**src/inc/dre_pkg.sv**
```systemverilog
package dre_pkg;

	// Bus and bitmap widths
	localparam int ADDR_W = 8;
	localparam int DATA_W = 32;
	localparam int CH_N   = 16;
	localparam int CH_W   = 4;
	localparam int CMD_N  = 4;

	// Register byte addresses
	localparam logic [ADDR_W-1:0] ERQ_ADDR  = 8'h0C;
	localparam logic [ADDR_W-1:0] EEI_ADDR  = 8'h14;
	localparam logic [ADDR_W-1:0] CMD_ADDR  = 8'h18;
	localparam logic [ADDR_W-1:0] SET_REQUEST_CHANNEL_FIELD_ADDR = 8'h18;
	localparam logic [ADDR_W-1:0] CLEAR_REQUEST_CHANNEL_FIELD_ADDR = 8'h19;
	localparam logic [ADDR_W-1:0] SET_ERROR_ENABLE_CHANNEL_FIELD_ADDR = 8'h1A;
	localparam logic [ADDR_W-1:0] CLEAR_ERROR_ENABLE_CHANNEL_FIELD_ADDR = 8'h1B;

	// Command byte lanes inside the command word, lowest byte address highest
	localparam int SET_REQUEST_CHANNEL_FIELD_LANE = 0;
	localparam int CLEAR_REQUEST_CHANNEL_FIELD_LANE = 1;
	localparam int SET_ERROR_ENABLE_CHANNEL_FIELD_LANE = 2;
	localparam int CLEAR_ERROR_ENABLE_CHANNEL_FIELD_LANE = 3;

	// Command byte fields
	localparam int NOP_BIT  = 7;
	localparam int ALL_BIT  = 6;
	localparam int RSV_HI   = 5;
	localparam int RSV_LO   = 4;
	localparam int CHAN_HI  = 3;
	localparam int CHAN_LO  = 0;

	// Reset and constant values
	localparam logic [CH_N-1:0]   BITMAP_RST = 16'h0000;
	localparam logic [CH_N-1:0]   BITMAP_ALL = 16'hFFFF;
	localparam logic [CH_N-1:0]   CHAN_ONE   = 16'h0001;
	localparam logic [DATA_W-1:0] READ_ZERO  = 32'h0000_0000;

endpackage

```
**src/rtl/dre_cmd_decode.sv**
```systemverilog
`timescale 1ns/1ps
`default_nettype none

module dre_cmd_decode
	import dre_pkg::*;
(
	// Command byte
	input  wire logic            cmd_wr_i,
	input  wire logic [7:0]      cmd_byte_i,
	// Channel mask
	output logic      [CH_N-1:0] mask_o
);

	logic single;

	// Bits 5 and 4 must be zero; otherwise the value is reserved
	assign single = (cmd_byte_i[RSV_HI:RSV_LO] == 2'h0);

	always_comb
	begin
		mask_o = BITMAP_RST;
		if (cmd_wr_i && !cmd_byte_i[NOP_BIT])
		begin
			if (cmd_byte_i[ALL_BIT])
				mask_o = BITMAP_ALL;
			else if (single)
				mask_o = CHAN_ONE << cmd_byte_i[CHAN_HI:CHAN_LO];
		end
	end

endmodule

`default_nettype wire

```
**src/rtl/dre_regs.sv**
```systemverilog
// The implementer's own choice: the address-and-strobe port.
`timescale 1ns/1ps
`default_nettype none

module dre_regs
	import dre_pkg::*;
(
	// Clock and reset
	input  wire logic              clock_i,
	input  wire logic              sys_rst_i,
	// Register port
	input  wire logic [ADDR_W-1:0] addr_i,
	input  wire logic [DATA_W-1:0] wdata_i,
	input  wire logic              wr_i,
	input  wire logic              rd_i,
	output logic      [DATA_W-1:0] rdata_o,
	// Channel requests
	input  wire logic [CH_N-1:0]   hw_req_i,
	input  wire logic [CH_N-1:0]   sw_start_i,
	output logic      [CH_N-1:0]   service_req_o,
	// Major loop completion
	input  wire logic [CH_N-1:0]   major_done_i,
	input  wire logic [CH_N-1:0]   disable_on_done_i,
	// Error interrupts
	input  wire logic [CH_N-1:0]   err_ind_i,
	output logic      [CH_N-1:0]   err_irq_o
);

	logic [CH_N-1:0] request_enable_bitmap;
	logic [CH_N-1:0] error_irq_enable_bitmap;
	logic [CH_N-1:0] next_request_enable_bitmap;
	logic [CH_N-1:0] next_error_irq_enable_bitmap;
	logic [CH_N-1:0] cmd_mask [CMD_N];
	logic [CH_N-1:0] done_clear;
	logic            erq_wr;
	logic            eei_wr;
	logic            cmd_wr;

	// Word decode; low address bits are ignored, so byte addresses of the
	// command lanes all land in the one command word
	assign erq_wr = wr_i && (addr_i[ADDR_W-1:2] == ERQ_ADDR[ADDR_W-1:2]);
	assign eei_wr = wr_i && (addr_i[ADDR_W-1:2] == EEI_ADDR[ADDR_W-1:2]);
	assign cmd_wr = wr_i && (addr_i[ADDR_W-1:2] == CMD_ADDR[ADDR_W-1:2]);

	// One decoder per command byte lane
	genvar k;
	generate
		for (k = 0; k < CMD_N; k++)
		begin : g_cmd
			dre_cmd_decode u_dec
			(
				.cmd_wr_i   (cmd_wr),
				.cmd_byte_i (wdata_i[DATA_W-1-8*k -: 8]),
				.mask_o     (cmd_mask[k])
			);
		end
	endgenerate

	assign done_clear = major_done_i & disable_on_done_i;

	// Set applies before clear, so a word that sets and clears one
	// channel leaves it clear; completion clears last of all
	always_comb
	begin
		next_request_enable_bitmap = request_enable_bitmap;
		if (erq_wr)
			next_request_enable_bitmap = wdata_i[CH_N-1:0];
		next_request_enable_bitmap = next_request_enable_bitmap | cmd_mask[SET_REQUEST_CHANNEL_FIELD_LANE];
		next_request_enable_bitmap = next_request_enable_bitmap & ~cmd_mask[CLEAR_REQUEST_CHANNEL_FIELD_LANE];
		next_request_enable_bitmap = next_request_enable_bitmap & ~done_clear;
	end

	always_comb
	begin
		next_error_irq_enable_bitmap = error_irq_enable_bitmap;
		if (eei_wr)
			next_error_irq_enable_bitmap = wdata_i[CH_N-1:0];
		next_error_irq_enable_bitmap = next_error_irq_enable_bitmap | cmd_mask[SET_ERROR_ENABLE_CHANNEL_FIELD_LANE];
		next_error_irq_enable_bitmap = next_error_irq_enable_bitmap & ~cmd_mask[CLEAR_ERROR_ENABLE_CHANNEL_FIELD_LANE];
	end

	always_ff @(posedge clock_i)
	begin
		if (sys_rst_i)
			request_enable_bitmap <= BITMAP_RST;
		else
			request_enable_bitmap <= next_request_enable_bitmap;
	end

	always_ff @(posedge clock_i)
	begin
		if (sys_rst_i)
			error_irq_enable_bitmap <= BITMAP_RST;
		else
			error_irq_enable_bitmap <= next_error_irq_enable_bitmap;
	end

	// Request qualification; software starts skip the gate
	always_ff @(posedge clock_i)
	begin
		if (sys_rst_i)
			service_req_o <= BITMAP_RST;
		else
			service_req_o <= (hw_req_i & request_enable_bitmap) | sw_start_i;
	end

	always_ff @(posedge clock_i)
	begin
		if (sys_rst_i)
			err_irq_o <= BITMAP_RST;
		else
			err_irq_o <= err_ind_i & error_irq_enable_bitmap;
	end

	// Read data stand for one cycle only, zero otherwise
	always_ff @(posedge clock_i)
	begin
		if (sys_rst_i)
			rdata_o <= READ_ZERO;
		else if (rd_i && (addr_i[ADDR_W-1:2] == ERQ_ADDR[ADDR_W-1:2]))
			rdata_o <= {16'h0000, request_enable_bitmap};
		else if (rd_i && (addr_i[ADDR_W-1:2] == EEI_ADDR[ADDR_W-1:2]))
			rdata_o <= {16'h0000, error_irq_enable_bitmap};
		else
			rdata_o <= READ_ZERO;
	end

	// Helper terms for the checks below
	logic [7:0] a_set_request_channel_field;
	logic [7:0] a_clear_request_channel_field;
	logic [7:0] a_set_error_enable_channel_field;
	logic [7:0] a_clear_error_enable_channel_field;
	logic       a_no_done;
	assign a_set_request_channel_field    = wdata_i[DATA_W-1-8*SET_REQUEST_CHANNEL_FIELD_LANE -: 8];
	assign a_clear_request_channel_field    = wdata_i[DATA_W-1-8*CLEAR_REQUEST_CHANNEL_FIELD_LANE -: 8];
	assign a_set_error_enable_channel_field    = wdata_i[DATA_W-1-8*SET_ERROR_ENABLE_CHANNEL_FIELD_LANE -: 8];
	assign a_clear_error_enable_channel_field    = wdata_i[DATA_W-1-8*CLEAR_ERROR_ENABLE_CHANNEL_FIELD_LANE -: 8];
	assign a_no_done = (done_clear == BITMAP_RST);

	a_reset_zero: assert property (
		@(posedge clock_i)
		$fell(sys_rst_i) |-> (request_enable_bitmap == BITMAP_RST)
			&& (error_irq_enable_bitmap == BITMAP_RST))
		else $error("Bitmaps not zero after reset");

	a_erq_direct: assert property (
		@(posedge clock_i) disable iff (sys_rst_i)
		erq_wr && a_no_done |=> request_enable_bitmap == $past(wdata_i[CH_N-1:0]))
		else $error("Direct write lost in request enables");

	a_eei_direct: assert property (
		@(posedge clock_i) disable iff (sys_rst_i)
		eei_wr |=> error_irq_enable_bitmap == $past(wdata_i[CH_N-1:0]))
		else $error("Direct write lost in error enables");

	a_hw_gate: assert property (
		@(posedge clock_i) disable iff (sys_rst_i)
		!$past(sys_rst_i) |-> (service_req_o & ~$past(sw_start_i))
			== ($past(hw_req_i) & $past(request_enable_bitmap) & ~$past(sw_start_i)))
		else $error("Hardware request gating wrong");

	a_sw_bypass: assert property (
		@(posedge clock_i) disable iff (sys_rst_i)
		(sw_start_i != BITMAP_RST) |=> (service_req_o & $past(sw_start_i)) == $past(sw_start_i))
		else $error("Software start blocked");

	a_err_gate: assert property (
		@(posedge clock_i) disable iff (sys_rst_i)
		!$past(sys_rst_i) |-> err_irq_o == ($past(err_ind_i) & $past(error_irq_enable_bitmap)))
		else $error("Error interrupt gating wrong");

	a_done_clear: assert property (
		@(posedge clock_i) disable iff (sys_rst_i)
		!a_no_done |=> (request_enable_bitmap & $past(done_clear)) == BITMAP_RST)
		else $error("Completion did not clear enable");

	a_done_keep: assert property (
		@(posedge clock_i) disable iff (sys_rst_i)
		!wr_i && (major_done_i != BITMAP_RST) && (disable_on_done_i == BITMAP_RST)
			|=> $stable(request_enable_bitmap))
		else $error("Completion changed enable without flag");

	a_set_one: assert property (
		@(posedge clock_i) disable iff (sys_rst_i)
		cmd_wr && a_no_done && (a_set_request_channel_field[7:4] == 4'h0) && a_clear_request_channel_field[NOP_BIT]
			|=> request_enable_bitmap
				== ($past(request_enable_bitmap) | (CHAN_ONE << $past(a_set_request_channel_field[3:0]))))
		else $error("Single set of request enable wrong");

	a_set_all: assert property (
		@(posedge clock_i) disable iff (sys_rst_i)
		cmd_wr && a_no_done && (a_set_request_channel_field[7:6] == 2'h1) && a_clear_request_channel_field[NOP_BIT]
			|=> request_enable_bitmap == BITMAP_ALL)
		else $error("Global set of request enable wrong");

	a_clr_one: assert property (
		@(posedge clock_i) disable iff (sys_rst_i)
		cmd_wr && a_no_done && (a_clear_request_channel_field[7:4] == 4'h0) && a_set_request_channel_field[NOP_BIT]
			|=> request_enable_bitmap
				== ($past(request_enable_bitmap) & ~(CHAN_ONE << $past(a_clear_request_channel_field[3:0]))))
		else $error("Single clear of request enable wrong");

	a_clr_all: assert property (
		@(posedge clock_i) disable iff (sys_rst_i)
		cmd_wr && (a_clear_request_channel_field[7:6] == 2'h1) |=> request_enable_bitmap == BITMAP_RST)
		else $error("Global clear of request enable wrong");

	a_eei_set_one: assert property (
		@(posedge clock_i) disable iff (sys_rst_i)
		cmd_wr && (a_set_error_enable_channel_field[7:4] == 4'h0) && a_clear_error_enable_channel_field[NOP_BIT]
			|=> error_irq_enable_bitmap[$past(a_set_error_enable_channel_field[3:0])])
		else $error("Single set of error enable wrong");

	a_eei_set_all: assert property (
		@(posedge clock_i) disable iff (sys_rst_i)
		cmd_wr && (a_set_error_enable_channel_field[7:6] == 2'h1) && a_clear_error_enable_channel_field[NOP_BIT]
			|=> error_irq_enable_bitmap == BITMAP_ALL)
		else $error("Global set of error enable wrong");

	a_eei_clr_one: assert property (
		@(posedge clock_i) disable iff (sys_rst_i)
		cmd_wr && (a_clear_error_enable_channel_field[7:4] == 4'h0)
			|=> !error_irq_enable_bitmap[$past(a_clear_error_enable_channel_field[3:0])])
		else $error("Single clear of error enable wrong");

	a_eei_clr_all: assert property (
		@(posedge clock_i) disable iff (sys_rst_i)
		cmd_wr && (a_clear_error_enable_channel_field[7:6] == 2'h1) |=> error_irq_enable_bitmap == BITMAP_RST)
		else $error("Global clear of error enable wrong");

	a_nop_hold: assert property (
		@(posedge clock_i) disable iff (sys_rst_i)
		cmd_wr && a_no_done && a_set_request_channel_field[NOP_BIT] && a_clear_request_channel_field[NOP_BIT]
			&& a_set_error_enable_channel_field[NOP_BIT] && a_clear_error_enable_channel_field[NOP_BIT]
			|=> $stable(request_enable_bitmap) && $stable(error_irq_enable_bitmap))
		else $error("No-operation byte changed a bitmap");

	a_rsvd_hold: assert property (
		@(posedge clock_i) disable iff (sys_rst_i)
		cmd_wr && a_no_done && a_set_request_channel_field[NOP_BIT]
			&& (a_clear_request_channel_field[7:6] == 2'h0) && (a_clear_request_channel_field[5:4] != 2'h0)
			&& (a_set_error_enable_channel_field[7:6] == 2'h0) && (a_set_error_enable_channel_field[5:4] != 2'h0)
			&& (a_clear_error_enable_channel_field[7:6] == 2'h0) && (a_clear_error_enable_channel_field[5:4] != 2'h0)
			|=> $stable(request_enable_bitmap) && $stable(error_irq_enable_bitmap))
		else $error("Reserved command changed a bitmap");

	a_lanes_apart: assert property (
		@(posedge clock_i) disable iff (sys_rst_i)
		cmd_wr && a_no_done && (a_set_request_channel_field[7:6] == 2'h1) && (a_clear_error_enable_channel_field[7:6] == 2'h1)
			&& a_clear_request_channel_field[NOP_BIT] && a_set_error_enable_channel_field[NOP_BIT]
			|=> (request_enable_bitmap == BITMAP_ALL)
				&& (error_irq_enable_bitmap == BITMAP_RST))
		else $error("Command lanes interfere");

	a_cmd_read: assert property (
		@(posedge clock_i) disable iff (sys_rst_i)
		rd_i && (addr_i[ADDR_W-1:2] == CMD_ADDR[ADDR_W-1:2]) |=> rdata_o == READ_ZERO)
		else $error("Command register read not zero");

	a_bitmap_read: assert property (
		@(posedge clock_i) disable iff (sys_rst_i)
		rd_i && (addr_i[ADDR_W-1:2] == ERQ_ADDR[ADDR_W-1:2])
			|=> rdata_o == {16'h0000, $past(request_enable_bitmap)} ##1 rdata_o == READ_ZERO
			|| $past(rd_i))
		else $error("Request enable readback wrong");

	a_eei_read: assert property (
		@(posedge clock_i) disable iff (sys_rst_i)
		rd_i && (addr_i[ADDR_W-1:2] == EEI_ADDR[ADDR_W-1:2])
			|=> rdata_o == {16'h0000, $past(error_irq_enable_bitmap)})
		else $error("Error enable readback wrong");

	a_outs_reset: assert property (
		@(posedge clock_i)
		sys_rst_i |=> (service_req_o == BITMAP_RST) && (err_irq_o == BITMAP_RST)
			&& (rdata_o == READ_ZERO))
		else $error("Outputs not zero after reset");

	a_erq_hold: assert property (
		@(posedge clock_i) disable iff (sys_rst_i)
		!erq_wr && !cmd_wr && a_no_done |=> $stable(request_enable_bitmap))
		else $error("Request enables changed without cause");

	a_eei_hold: assert property (
		@(posedge clock_i) disable iff (sys_rst_i)
		!eei_wr && !cmd_wr |=> $stable(error_irq_enable_bitmap))
		else $error("Error enables changed without cause");

	a_upper_zero: assert property (
		@(posedge clock_i) disable iff (sys_rst_i)
		rdata_o[DATA_W-1:CH_N] == 16'h0000)
		else $error("Upper read data not zero");

endmodule

`default_nettype wire

```
**config.mk**
```make
export PLATFORM = sky130hd
export DESIGN_NAME = dre_regs
export DESIGN_NICKNAME = d
export VERILOG_FILES = /design/src/inc/dre_pkg.sv /design/src/rtl/dre_cmd_decode.sv /design/src/rtl/dre_regs.sv
export SDC_FILE = /design/constraint.sdc
export NUM_CORES = 1
export LEC_CHECK = 0
export ABC_AREA = 1
export BUFFER_PORTS_ARGS = -buffer_cell sky130_fd_sc_hd__buf_4
export CORE_UTILIZATION = 50
export DETAILED_ROUTE_END_ITERATION = 8
export HOLD_SLACK_MARGIN = 0.03
export PLACE_DENSITY = 0.83
export SETUP_SLACK_MARGIN = 0.5
export SYNTH_ARGS = -nofsm -noshare
export SYNTH_HDL_FRONTEND = slang
export SYNTH_SLANG_ARGS = --single-unit
```
**constraint.sdc**
```tcl
create_clock -name clock_i -period 1.9 [get_ports clock_i]
set_input_delay 0.19 -clock clock_i [delete_from_list [all_inputs] [get_ports clock_i]]
set_output_delay 0.19 -clock clock_i [all_outputs]
set_load 0.02 [all_outputs]
```
# Yosys cells after proc, flatten, opt, wreduce, memory -nomap -nowiden
# Index checks and enable logic that the tools add are counted.
# word_totals
ff_bits	96
out_inout_bits	64
wordCells	59
# classes
eq_ne	3
shift	4
muxes	16
n_bitwise	12
n_reduce_logical	18
# ops
cell	n
$mux W16	16
$and A16 B16 Y16	6
$shl A1 B4 Y16 const A	4
$not A16 Y16	3
$or A16 B16 Y16	3
$eq A6 B3 Y1 const B	2
$logic_and A1 B1 Y1	9
$logic_not A2 Y1	4
$eq A6 B2 Y1 const B	1
$logic_not A1 Y1	4
$reduce_or A2 Y1	1

# Longest topological paths before layout
# depth
depth_word	7
depth_mapped	9

# By module
# From an unflattened synthesis, not the netlist that was laid out.
# unflattened
cells_unflattened	792
hier_area_um2	4822.1
# modules_own_cells
module	n_inst	cells_per_inst	area_each_um2	seq_area_each_um2
dre_regs	1	504	3656.0	1601.5
dre_cmd_decode	4	72	291.5	0.0

# Least setup slack after synthesis
# Ideal clock, no wire load.
# synth_timing
kind	in2reg
from	input addr_i[7]
to	register error_irq_enable_bitmap[11]
setup_time_ps	111
t_arrival_ps	1077
t_required_ps	1789
slack_ps	712
stages	7
path_buffers	1
cell_sequence	nor2_4 > nand3_2 > nor3_4 > buf_4 > nand2_1 > nand2_1 > nor2_1
# synth_between
elab_chain_cells	6
elab_cells_between_ends	12
cone_classes	2 x eq/ne; 3 x mux; 3 x bitwise; 4 x reduce/logical
# synth_lines
item	line_no	source
from (decl)	dre_regs.sv:12	input wire logic [ADDR_W-1:0] addr_i,
$eq A6 B3 Y1	dre_regs.sv:43	assign cmd_wr = wr_i && (addr_i[ADDR_W-1:2] == CMD_ADDR[ADDR_W-1:2]);
$logic_and A1 B1 Y1	dre_regs.sv:43	
$logic_and A1 B1 Y1	dre_cmd_decode.sv:22	if (cmd_wr_i && !cmd_byte_i[NOP_BIT])
$mux W16	dre_cmd_decode.sv:22	
$or A16 B16 Y16 / $not A16 Y16 (equally long branches)	dre_regs.sv:78, dre_regs.sv:79	
$and A16 B16 Y16 (*)	dre_regs.sv:79	next_error_irq_enable_bitmap = next_error_irq_enable_bitmap & ~cmd_mask[CLEAR_ERROR_ENABLE_CHANNEL_FIELD_LANE] ...
to (signal assigned)	dre_regs.sv:95	error_irq_enable_bitmap <= next_error_irq_enable_bitmap;
to (decl)	dre_regs.sv:30	logic [CH_N-1:0] error_irq_enable_bitmap;
# Mark *: on every way between the ends. The rest lies on a longest branch, timed or not.
# A chain may end at the register's enable or synchronous reset.

# Worst setup path after layout
# layout_timing
from	input addr_i[5]
to	register error_irq_enable_bitmap[4]
# Same word-level chain as after synthesis.

==> impl_metrics.toml <==
[outcome]
status = "finished clean"

[cts]
cts_max_level = 3
cts_buffers = 9
cts_hold_buf = 0
cts.sinks = 80
cts-resized-gates = 0
path_clk_slew_ps = 80
cts_setup_buffers = 0
insertion_delay_ps = 350
clk_path_buf_depth = 2
root_buffer = "clkbuf_8"
cts_tree = "done"

[floorplan]
die_w_um = 95.5
core_um2 = 8340
core.rowCount = 33
design.portCount = 188
die_area_um2 = 9120
die_y_um = 95.5
start_util = 0.524

[timing]
timing.hold.ws_ps = 40.5
hold_viol = 0
max_slew.worst_pin.slew_ps = 594
tns_ps = 0
rsz0062_at_grt = "no"
slew_viol_final = 0
finalSetupViolCount = 0
post-route-period-util = 0.613
finalWorstSetupSlack_ps = 736
min_period_ps = 1160
slew_headroom = 0.603
fmax_mhz = 859
fin_skew_ps = 6.22

[logic_synthesis]
syn_inst = 705
syn-mean-instance-area_um2 = 6.20
synth_cell_types = 21
postSynthRegisterBits = 80
ys_seq_area_frac = 0.366
yosysWarnings = 0
synth_area_um2 = 4370

[power]
leakagePower_nw = 2.77
p_clk_frac = 0.351
netSwitchingFraction = 0.271
irDropWorstVdd_mv = 0.469
p_int_mw = 2.56
p_seq_frac = 0.485
power_density_nw_per_um2 = 606
p_comb_frac = 0.164
p_sw_mw = 0.952
power.total_mw = 3.51

[setup_path]
crit_type = "primary input to register"
worst_setup_path_start_kind = "primary input"
crit_buf_inv = 3
crit_fanout = 16
cp_slowest_cell = "nor2_1"
path_cells = "buf_4 -> inv_1 -> nand2_1 -> nor2_2 -> buf_4 -> nand3b_4 -> nor2_1 -> nor2_1 -> nor2_1"
crit_top_cell = "nor2_1"
critPathRequiredTime_ps = 2190
critPathCaptureType = "register"
arrival_ps = 1460
crit_family = "simple AND/OR/NAND/NOR gates"
max_stage_delay_ps = 220

[drt]
wire_per_inst_um = 13.6
drc_errors = 0
drtPass1Iterations = 5
vias_per_cell = 5.11
vias = 4952
drt_iter0_drc = 314
drtAntennaViolNets = 0
drt-total-wl_um = 13200

[cells_and_area]
area_growth_pct = 32.7
antenna_cells = 0
nNetsFinal = 983
nFillCells = 737
drive_above_1_share = 0.241
stdcell_area_um2 = 5800
finalNonFillerCells = 969
fin_util = 0.696

[global_route]
grt_pass1_wl_um = 20000
antenna_found_initial = 0
grt-ovfl-total = 0
grt_max_degree = 35
grtUsageTotal = 0.287
grt_pass1_vias = 4288

[placed_design]
dp_cells = 953
port_buffers = 169
place_area_um2 = 5610
dp_hpwl_um = 10100
place_ws_ps = 384
gp_congestion = 0.948

[run]
cap_viol_max_count = 0

[hold_path]
min_path_type = "primary input to register"
==> state kept, by name (all words and copies together), names as in the netlist <==
name,flops
error_irq_enable_bitmap,16
rdata_o,16
service_req_o,16
request_enable_bitmap,16
err_irq_o,16
==> synthesized netlist by cell type <==
master | n | share of area
inv_2 | 2 | 0.0017
nor3_1 | 1 | 0.0011
buf_1 | 2 | 0.0017
nand3b_4 | 2 | 0.0092
dfxtp_1 | 80 | 0.37
nor2_4 | 3 | 0.0077
clkbuf_1 | 18 | 0.015
buf_4 | 22 | 0.038
nor2_1 | 201 | 0.17
a21oi_1 | 47 | 0.054
nand2_1 | 191 | 0.16
nor3_4 | 2 | 0.0074
buf_2 | 7 | 0.0080
nand4_1 | 32 | 0.046
inv_1 | 26 | 0.022
nand2_2 | 1 | 0.0014
o21ai_0 | 32 | 0.037
nor2_2 | 2 | 0.0029
nand3_1 | 28 | 0.032
nand3_2 | 5 | 0.011
conb_1 | 1 | 0.00086
==> power groups by stage <==
stage	combinational (mW)	clock, mW	sequential [mW]
3_3_place_gp	0.561	0	1.74
5_1_grt	0.628	1.33	1.71
3_5_place_dp	0.570	0	1.75
2_1_floorplan	0.271	0	1.77
4_1_cts	0.572	1.25	1.71
6_report	0.576	1.23	1.71
==> worst reg2reg max path, cell delays in order (launching register included) <==
cell and delay (ps):
dfxtp_1 400, inv_1 60, nor3_1 160, nor2_1 50, nor2_1 80
==> layout make-up <==
class / instances / area (µm²) / area share
Multi-Input combinational cell: 563 / 2450 / 0.422
Sequential cell: 80 / 1600 / 0.276
Timing Repair Buffer: 177 / 1330 / 0.229
Inverter: 28 / 105 / 0.0181
Tap cell: 105 / 131 / 0.0226
Clock buffer: 11 / 131 / 0.0226
Clock inverter: 5 / 56.3 / 0.00970
==> kinds of logic after synthesis <==
group / synth area share
other: 0.000858
and+or+nand+nor: 0.456
AOI/OAI and AO/OA: 0.0904
DFF: 0.366
buffers and inverters: 0.0870
==> layout by cell type (no fill, tap or decap) <==
cell | Yosys | routed
bufinv_16 | 0 | 1
nand3b_4 | 2 | 2
clkinv_2 | 0 | 2
inv_2 | 2 | 2
nand4_1 | 32 | 32
nor3_1 | 1 | 1
nand2_1 | 191 | 191
nor2_4 | 3 | 3
clkbuf_1 | 18 | 2
nand2_2 | 1 | 1
inv_6 | 0 | 1
clkinvlp_4 | 0 | 1
nor2_2 | 2 | 2
buf_4 | 22 | 177
inv_1 | 26 | 26
nor3_4 | 2 | 2
nand3_1 | 28 | 28
o21ai_0 | 32 | 32
conb_1 | 1 | 16
clkbuf_8 | 0 | 9
dfxtp_1 | 80 | 80
a21oi_1 | 47 | 47
nand3_2 | 5 | 5
nor2_1 | 201 | 201
==> final timing paths <==
| path | startpoint | to | slack [ps] | cells past startpoint |
|---|---|---|---|---|
| hold / removal | sw_start_i[13] | service_req_o[13] | 40 | 3 |
| setup / recovery | addr_i[5] | error_irq_enable_bitmap[4] | 740 | 9 |
| hold reg to reg | error_irq_enable_bitmap[13] | err_irq_o[13] | 460 | 2 |
| setup reg to reg | request_enable_bitmap[4] | rdata_o[4] | 1090 | 4 |
==> routing by layer <==
| metal | global-route usage | part of all wire |
|---|---|---|
| met3 | 0.0470 | 0.076 |
| met2 | 0.480 | 0.47 |
| met4 | 0.0958 | 0.017 |
| met1 | 0.374 | 0.44 |
| met5 | 0 | 0 |
(Power assumes the default switching activity.)
